--- config.mk ---
export PLATFORM = sky130hd
export DESIGN_NAME = adcc_conversion_control
export DESIGN_NICKNAME = d
export VERILOG_FILES = /design/src/design/adcc_conversion_control.v /design/src/design/adcc_result_store.v
export VERILOG_INCLUDE_DIRS = /design/src /design/src/design
export SDC_FILE = /design/constraint.sdc
export NUM_CORES = 1
export LEC_CHECK = 0
export BUFFER_PORTS_ARGS = -buffer_cell sky130_fd_sc_hd__clkbuf_2
export CAP_MARGIN = 20
export CORE_MARGIN = 2
export CORE_UTILIZATION = 50
export DETAILED_ROUTE_END_ITERATION = 8
export GPL_TIMING_DRIVEN = 0
export PLACE_DENSITY = 0.78
export SYNTH_ARGS = -nofsm -noshare
export SYNTH_HDL_FRONTEND = slang
export SYNTH_HIERARCHICAL = 1
export SYNTH_SLANG_ARGS = --single-unit
--- constraint.sdc ---
create_clock -name pclk -period 3.8 [get_ports pclk]
set_input_delay 0.76 -clock pclk [delete_from_list [all_inputs] [get_ports pclk]]
set_output_delay 0.76 -clock pclk [all_outputs]
set_load 0.01 [all_outputs]
--- src/design/adcc_defines.vh ---
// Constants for the converter control block
// Contract
// - Three-bit field picks one of six inputs
// - Converter-on starts continuous back-to-back conversions
// - Clearing converter-on stops conversion, saves power
// - Completion sets flag, loads both result bytes
// - High-byte read or status write clears flag
// - Low-byte read freezes high byte until read
// - Above high reference gives all-ones result
// - Below low reference gives zero result
// - Result code is monotonic in input
// - Status resets zero, bit7 read-only, bit3 zero
// - Wait no effect; halt disables, then settle
// - Analog pins stay readable as logic inputs
// - Two select bits pick CPU clock divider
// - Codes 000 to 101 select inputs 0-5
// - High byte bits 9:2, low byte 1:0
`ifndef ADCC_DEFINES_VH
`define ADCC_DEFINES_VH
`define ADCC_OFF_LOW 12'h000
`define ADCC_OFF_HIGH 12'h004
`define ADCC_OFF_CSR 12'h008
`define ADCC_OFF_SETTLE 12'h00c
`define ADCC_CSR_RESET 8'h00
`define ADCC_BIT_DONE 7
`define ADCC_BIT_FAST 6
`define ADCC_BIT_ON 5
`define ADCC_BIT_HALF 4
`define ADCC_CSR_WMASK 8'h77
`define ADCC_NUM_CH 6
`define ADCC_CONV_STEPS 10
`define ADCC_SETTLE_NS 1000
`define ADCC_CLK_NS 40
`define ADCC_SETTLE_CYC ((`ADCC_SETTLE_NS + `ADCC_CLK_NS - 1) / `ADCC_CLK_NS)
`endif

--- src/design/adcc_conversion_control.v ---
// Converter control, clock divider, approximation sequencer and APB slave
`timescale 1ns/1ps
`default_nettype none
`include "adcc_defines.vh"
module adcc_conversion_control #(
   parameter CH_COUNT = `ADCC_NUM_CH,
   parameter STEPS = `ADCC_CONV_STEPS,
   parameter SETTLE_CYC = `ADCC_SETTLE_CYC
) (
   input wire pclk,
   input wire presetn,
   input wire clk_en,
   input wire psel,
   input wire penable,
   input wire pwrite,
   input wire [11:0] paddr,
   input wire [31:0] pwdata,
   output wire [31:0] prdata,
   output wire pready,
   output wire pslverr,
   input wire halt_mode,
   input wire wait_mode,
   input wire [CH_COUNT-1:0] analog_pin_level,
   output wire [CH_COUNT-1:0] pin_logic_level,
   input wire comparator_high,
   output reg [2:0] input_channel_select,
   output wire [9:0] trial_code,
   output reg sample_hold,
   output wire converter_powered,
   output wire interrupt_request
);
   // Control/status fields
   reg conv_done; // End-of-conversion flag
   reg clk_fast; // Fast select bit
   reg converter_on; // Converter enable
   reg clk_half; // Half select bit
   // Sequencer state
   localparam ST_IDLE = 2'd0;
   localparam ST_SETTLE = 2'd1;
   localparam ST_SAMPLE = 2'd2;
   localparam ST_CONVERT = 2'd3;
   reg [1:0] state;
   reg [9:0] sar; // Approximation register
   reg [3:0] bit_idx; // Bit under trial
   reg [15:0] settle_cnt; // Settling counter after halt
   reg [1:0] div_cnt; // Conversion clock prescaler
   reg halt_seen; // Halt happened since last settle
   reg done_pulse; // One-cycle completion strobe
   wire [9:0] trial_bit;
   wire [9:0] stored_high;
   wire [7:0] high_byte;
   wire [1:0] low_bits;
   wire locked;
   wire [7:0] csr_value;
   wire [15:0] settle_value;
   wire access;
   wire wr_csr;
   wire rd_high;
   wire rd_low;
   wire unmapped;
   reg conv_tick;
   reg [31:0] next_rdata;

   // Single-cycle APB answer
   assign access = psel && penable;
   assign pready = 1'b1;
   assign wr_csr = access && pwrite && (paddr == `ADCC_OFF_CSR);
   assign rd_high = access && !pwrite && (paddr == `ADCC_OFF_HIGH);
   assign rd_low = access && !pwrite && (paddr == `ADCC_OFF_LOW);
   assign unmapped = (paddr != `ADCC_OFF_CSR) && (paddr != `ADCC_OFF_HIGH) &&
                     (paddr != `ADCC_OFF_LOW) && (paddr != `ADCC_OFF_SETTLE);
   assign pslverr = access && unmapped;
   assign csr_value = {conv_done, clk_fast, converter_on, clk_half, 1'b0, input_channel_select};
   assign settle_value = settle_cnt;
   assign stored_high = {high_byte, low_bits};
   assign interrupt_request = 1'b0; // Polling only
   assign pin_logic_level = analog_pin_level; // Digital path kept
   assign converter_powered = converter_on && !halt_mode;
   assign trial_bit = 10'h001 << bit_idx;
   assign trial_code = sar | trial_bit;

   // Read multiplexer, zeros above narrow data
   always @* begin
      next_rdata = 32'h0000_0000;
      if (paddr == `ADCC_OFF_CSR) begin
         next_rdata = {24'h00_0000, csr_value};
      end else if (paddr == `ADCC_OFF_HIGH) begin
         next_rdata = {24'h00_0000, stored_high[9:2]};
      end else if (paddr == `ADCC_OFF_LOW) begin
         next_rdata = {30'h0000_0000, stored_high[1:0]};
      end else if (paddr == `ADCC_OFF_SETTLE) begin
         next_rdata = {16'h0000, settle_value};
      end
   end
   assign prdata = next_rdata;

   // Conversion clock select from the two bits
   always @* begin
      case ({clk_fast, clk_half})
         2'b10: conv_tick = 1'b1; // CPU clock
         2'b11: conv_tick = div_cnt[0]; // Divide by 2
         2'b00: conv_tick = div_cnt[0]; // Divide by 2
         2'b01: conv_tick = (div_cnt == 2'b11); // Divide by 4
         default: conv_tick = 1'b0;
      endcase
   end

   // Control/status register and completion flag
   always @(posedge pclk or negedge presetn) begin
      if (!presetn) begin
         conv_done <= 1'b0;
         clk_fast <= 1'b0;
         converter_on <= 1'b0;
         clk_half <= 1'b0;
         input_channel_select <= 3'h0;
      end else if (clk_en) begin
         if (wr_csr) begin
            // Top bit and bit 3 not writable
            clk_fast <= pwdata[`ADCC_BIT_FAST];
            converter_on <= pwdata[`ADCC_BIT_ON];
            clk_half <= pwdata[`ADCC_BIT_HALF];
            input_channel_select <= pwdata[2:0];
         end
         // Set wins over a clear in the same cycle
         if (done_pulse) begin
            conv_done <= 1'b1;
         end else if (wr_csr || rd_high) begin
            conv_done <= 1'b0;
         end
      end
   end

   // Divider runs only while the converter is powered
   always @(posedge pclk or negedge presetn) begin
      if (!presetn) begin
         div_cnt <= 2'h0;
      end else if (clk_en) begin
         div_cnt <= converter_powered ? div_cnt + 2'h1 : 2'h0;
      end
   end

   // Approximation sequencer
   // Channels 6 and 7 are not wired; the result then is whatever the comparator says.
   always @(posedge pclk or negedge presetn) begin
      if (!presetn) begin
         state <= ST_IDLE;
         sar <= 10'h000;
         bit_idx <= 4'h0;
         settle_cnt <= 16'h0000;
         halt_seen <= 1'b0;
         sample_hold <= 1'b0;
         done_pulse <= 1'b0;
      end else if (clk_en) begin
         done_pulse <= 1'b0;
         if (halt_mode) begin
            halt_seen <= 1'b1; // Remember halt
         end
         // Wait mode is not looked at: conversion carries on
         if (!converter_powered) begin
            state <= ST_IDLE; // Stop at once
            sample_hold <= 1'b0;
         end else begin
            case (state)
               ST_IDLE: begin
                  settle_cnt <= halt_seen ? SETTLE_CYC[15:0] : 16'h0000;
                  halt_seen <= 1'b0;
                  state <= ST_SETTLE;
               end
               ST_SETTLE: begin
                  // Settle after halt wakeup
                  if (settle_cnt == 16'h0000) begin
                     state <= ST_SAMPLE;
                  end else begin
                     settle_cnt <= settle_cnt - 16'h0001;
                  end
               end
               ST_SAMPLE: begin
                  if (conv_tick) begin
                     sample_hold <= 1'b1;
                     sar <= 10'h000;
                     bit_idx <= STEPS[3:0] - 4'h1;
                     state <= ST_CONVERT;
                  end
               end
               ST_CONVERT: begin
                  if (conv_tick) begin
                     // Binary search keeps code monotonic and saturating
                     if (comparator_high) begin
                        sar <= trial_code;
                     end
                     if (bit_idx == 4'h0) begin
                        done_pulse <= 1'b1;
                        sample_hold <= 1'b0;
                        state <= ST_SAMPLE; // Next conversion at once
                     end else begin
                        bit_idx <= bit_idx - 4'h1;
                     end
                  end
               end
               default: state <= ST_IDLE;
            endcase
         end
      end
   end

   // Final code includes last trial decision
   reg [9:0] final_code;
   always @(posedge pclk or negedge presetn) begin
      if (!presetn) begin
         final_code <= 10'h000;
      end else if (clk_en && state == ST_CONVERT && conv_tick && bit_idx == 4'h0) begin
         final_code <= comparator_high ? trial_code : sar;
      end
   end

   // Result pair with freeze
   adcc_result_store u_store (
      .pclk(pclk),
      .presetn(presetn),
      .clk_en(clk_en),
      .load(done_pulse),
      .result(final_code),
      .low_read(rd_low),
      .high_read(rd_high),
      .high_byte(high_byte),
      .low_bits(low_bits),
      .locked(locked)
   );
   wire unused_ok = locked | wait_mode;
endmodule // adcc_conversion_control
`default_nettype wire

--- src/design/adcc_result_store.v ---
// Result holding store with high-byte lock
`timescale 1ns/1ps
`default_nettype none
module adcc_result_store (
   input wire pclk,
   input wire presetn,
   input wire clk_en,
   input wire load,
   input wire [9:0] result,
   input wire low_read,
   input wire high_read,
   output reg [7:0] high_byte,
   output reg [1:0] low_bits,
   output reg locked
);
   // Load, freeze and release the result pair
   always @(posedge pclk or negedge presetn) begin
      if (!presetn) begin
         high_byte <= 8'h00;
         low_bits <= 2'h0;
         locked <= 1'b0;
      end else if (clk_en) begin
         if (high_read) begin
            locked <= 1'b0; // Release on high read
         end else if (low_read) begin
            locked <= 1'b1; // Freeze on low read
         end
         // Pair stays consistent while frozen
         if (load && !locked && !low_read) begin
            high_byte <= result[9:2];
            low_bits <= result[1:0];
         end
      end
   end
endmodule // adcc_result_store
`default_nettype wire

==> results.md <==
- Post-CTS Hold Fix Bufs: 0
- First-pass GRT wire length: 14400 µm
- Ant diodes: 0
- Worst Hold Class: flop to flop
- Setup violators final: 0
- Core area: 0.00725 mm²
- Setup Skew: 0.00785 ns
- Drt first pass iters: 4
- Synthesized cell area: 0.00374 mm²
- Setup crit start kind: input pin
- NumNets Final: 545
- Final setup margin: 0.438 ns
- Largest buffer count on any clock path: 2
- Largest net degree at the start of global routing: 66
- DIE HEIGHT: 90.5 µm
- # clock sinks: 65
- Drt initial violations: 140
- Yosys cell types: 56
- Syn-to-layout area delta: 19.4%
- Worst hold slack: 0.488 ns
- Clk_lat worst skew: 0.35 ns
- Routed WL: 8730 µm
- GP Congestion: 0.912
- TNS Setup: 0 ns
- Finished Cell Area: 0.00446 mm²
- EDFF count, synth: 0
- Worst relative slew slack: 0.404
- Final cycle utilization of the critical path: 0.885
- Setup bufs post-CTS: 0
- Total CTS buffers: 9
- Outcome: finished clean
- Total GRT Usage: 0.219
- Final Hold Vio Count: 0
- Total congestion overflow: 0
- Final Max Slew Viols: 0
- Antenna violations before repair: 0
- Fillers: 655
- Fmax: 0.297 GHz
- Post-Layout Cell Count: 581
- DP Cell Count: 565
- Final Power: 1.45 mW
- Root buffer cell: clkbuf_8
- Dpl ws: 0.440 ns
- Die area: 0.00818 mm²
- Commonest non-fill, non-tap cells in the layout: dfrtp_1 (65), clkbuf_2 (61), nor2_1 (34)
- Ratio of cells with drive above 1 in the final layout: 0.280
- Top_reg_cell synth: dfrtp_1
- Unrepaired setup endpoints after global routing: false
- Hpwl dp: 6440 µm
- CP max FO: 10
- Wire per inst: 15.0 µm
- Slew @ Worst Pin: 0.894 ns
- Placed cell areas: 0.00423 mm²
- I/O pins: 115
- Vias in the first global route: 2999
- Asr flop ratio synth: 1.00
- Starting Density: 0.515
- Routed vias/inst: 5.51
- Post-synthesis register bit count: 65
- CTS tree: built
- Quantity of I/O buffers inserted on ports: 62
- Max IR drop VDD: 0.000241 V
- Critical path type: input pin to output pin
- Residual DRC: 0
- H-tree levels: 3
- Final Critical Period: 3.36 ns
- Clock slew at reported path FFs: 0.07 ns
- Detail Route Antenna Nets: 0
- Post_cts resized: 0
- PwrDens: 324 mW/mm²
- Post-synthesis area per instance: 9.63 µm²
- Crit path DAT: 2.60 ns
- Fin util: 0.615
- Static Leak: 2.23 nW
- Site Rows: 31
- Yosys warns: 6
- Die width: 90.5 µm
- Cells after Synth: 388
- Routed via count: 3203
- Seq/Total Area, Yosys: 0.435
- Commonest non-fill, non-tap cell in the layout: dfrtp_1
- Critical Path Sink Type: output pin
- Critical Path RT: 3.04 ns
- Max-Cap Viols: 0
[cells in the mapped netlist (all sizes together) (3+ instances only)]
master / count / share of area
a31o: 7 / 0.016
inv: 11 / 0.011
nand2: 29 / 0.029
o31ai: 6 / 0.012
clkbuf: 14 / 0.014
a31oi: 6 / 0.010
xor2: 4 / 0.0094
or4: 3 / 0.0070
dfrtp: 65 / 0.44
o21a: 7 / 0.014
mux2i: 7 / 0.019
buf: 28 / 0.055
a21oi: 19 / 0.025
nand3: 9 / 0.012
nor4: 9 / 0.017
o21ai: 30 / 0.040
xnor2: 4 / 0.0094
a21o: 9 / 0.018
and2: 12 / 0.020
ha: 9 / 0.030
nor2: 34 / 0.034
or3: 7 / 0.013
nor2b: 5 / 0.0084
nor3: 7 / 0.0094
nand2b: 3 / 0.0050
mux2: 16 / 0.058
[path summary, 6_finish.rpt]
| kind | from | end | slack (ns) | depth (start not counted) |
|---|---|---|---|---|
| max in group asynchronous | presetn | sar[8] | 2.66 | 1 |
| min reg2reg | final_code[9] | final_code[9] | 0.49 | 2 |
| min in group asynchronous | presetn | settle_cnt[9] | 0.57 | 1 |
| max reg2reg | clk_fast | sar[2] | 1.53 | 8 |
| max | paddr[7] | prdata[10] | 0.44 | 7 |
| min | final_code[9] | final_code[9] | 0.49 | 2 |
[layer usage]
layer | routed length (µm) | vias to the layer above | track usage | part of all wire
met3 | 512 | 19 | 0.0576 | 0.059
met5 | 0 | - | 0 | 0
met2 | 4310 | 117 | 0.368 | 0.49
li1 | - | 1522 | - | -
met1 | 3760 | 1545 | 0.274 | 0.43
met4 | 153 | 0 | 0.0782 | 0.018
[registers in the layout, indices dropped and copies added (netlist names), 2 cells and up]
name / flops
bit_idx: 4
div_cnt: 2
final_code: 10
input_channel_select: 3
sar: 10
settle_cnt: 16
state: 2
u_store/high_byte: 8
u_store/low_bits: 2
[where the power goes]
| group | internal, mW | total [mW] | switching [mW] |
|---|---|---|---|
| clock | 0.403 | 0.673 | 0.270 |
| sequential | 0.693 | 0.694 | 0.00105 |
| combinational | 0.0340 | 0.0808 | 0.0467 |
[critical path, stage by stage]
cell and delay, ns:
clkbuf_2 0.08, nor4_1 0.34, nand3_1 0.18, clkbuf_1 0.28
nor3_1 0.59, and2_2 0.25, clkbuf_2 0.12
[area by class of cell]
| cell class | instances | area (µm²) | area share |
|---|---|---|---|
| Buffer | 42 | 258 | 0.0578 |
| Inverter | 11 | 41.3 | 0.00925 |
| Multi-Input combinational cell | 286 | 1870 | 0.419 |
| Timing Repair Buffer | 62 | 313 | 0.0701 |
| Clock inverter | 5 | 77.6 | 0.0174 |
| Clock buffer | 11 | 151 | 0.0339 |
| Sequential cell | 65 | 1630 | 0.364 |
| Tap cell | 99 | 124 | 0.0278 |
[logic make-up (layout without fill, tap and decap cells)]
logic type,after synthesis,count (layout),synth area share
adders and majority gates,9,9,0.0301
muxes,25,25,0.0891
xor gates and xnor gates,8,8,0.0187
and+or+nand+nor,130,130,0.182
AOI/OAI and AO/OA,96,96,0.162
other,2,18,0.00201
DFF,65,65,0.435
buffers and inverters,53,131,0.0800
Note: power is estimated with default switching activity, not from simulation.
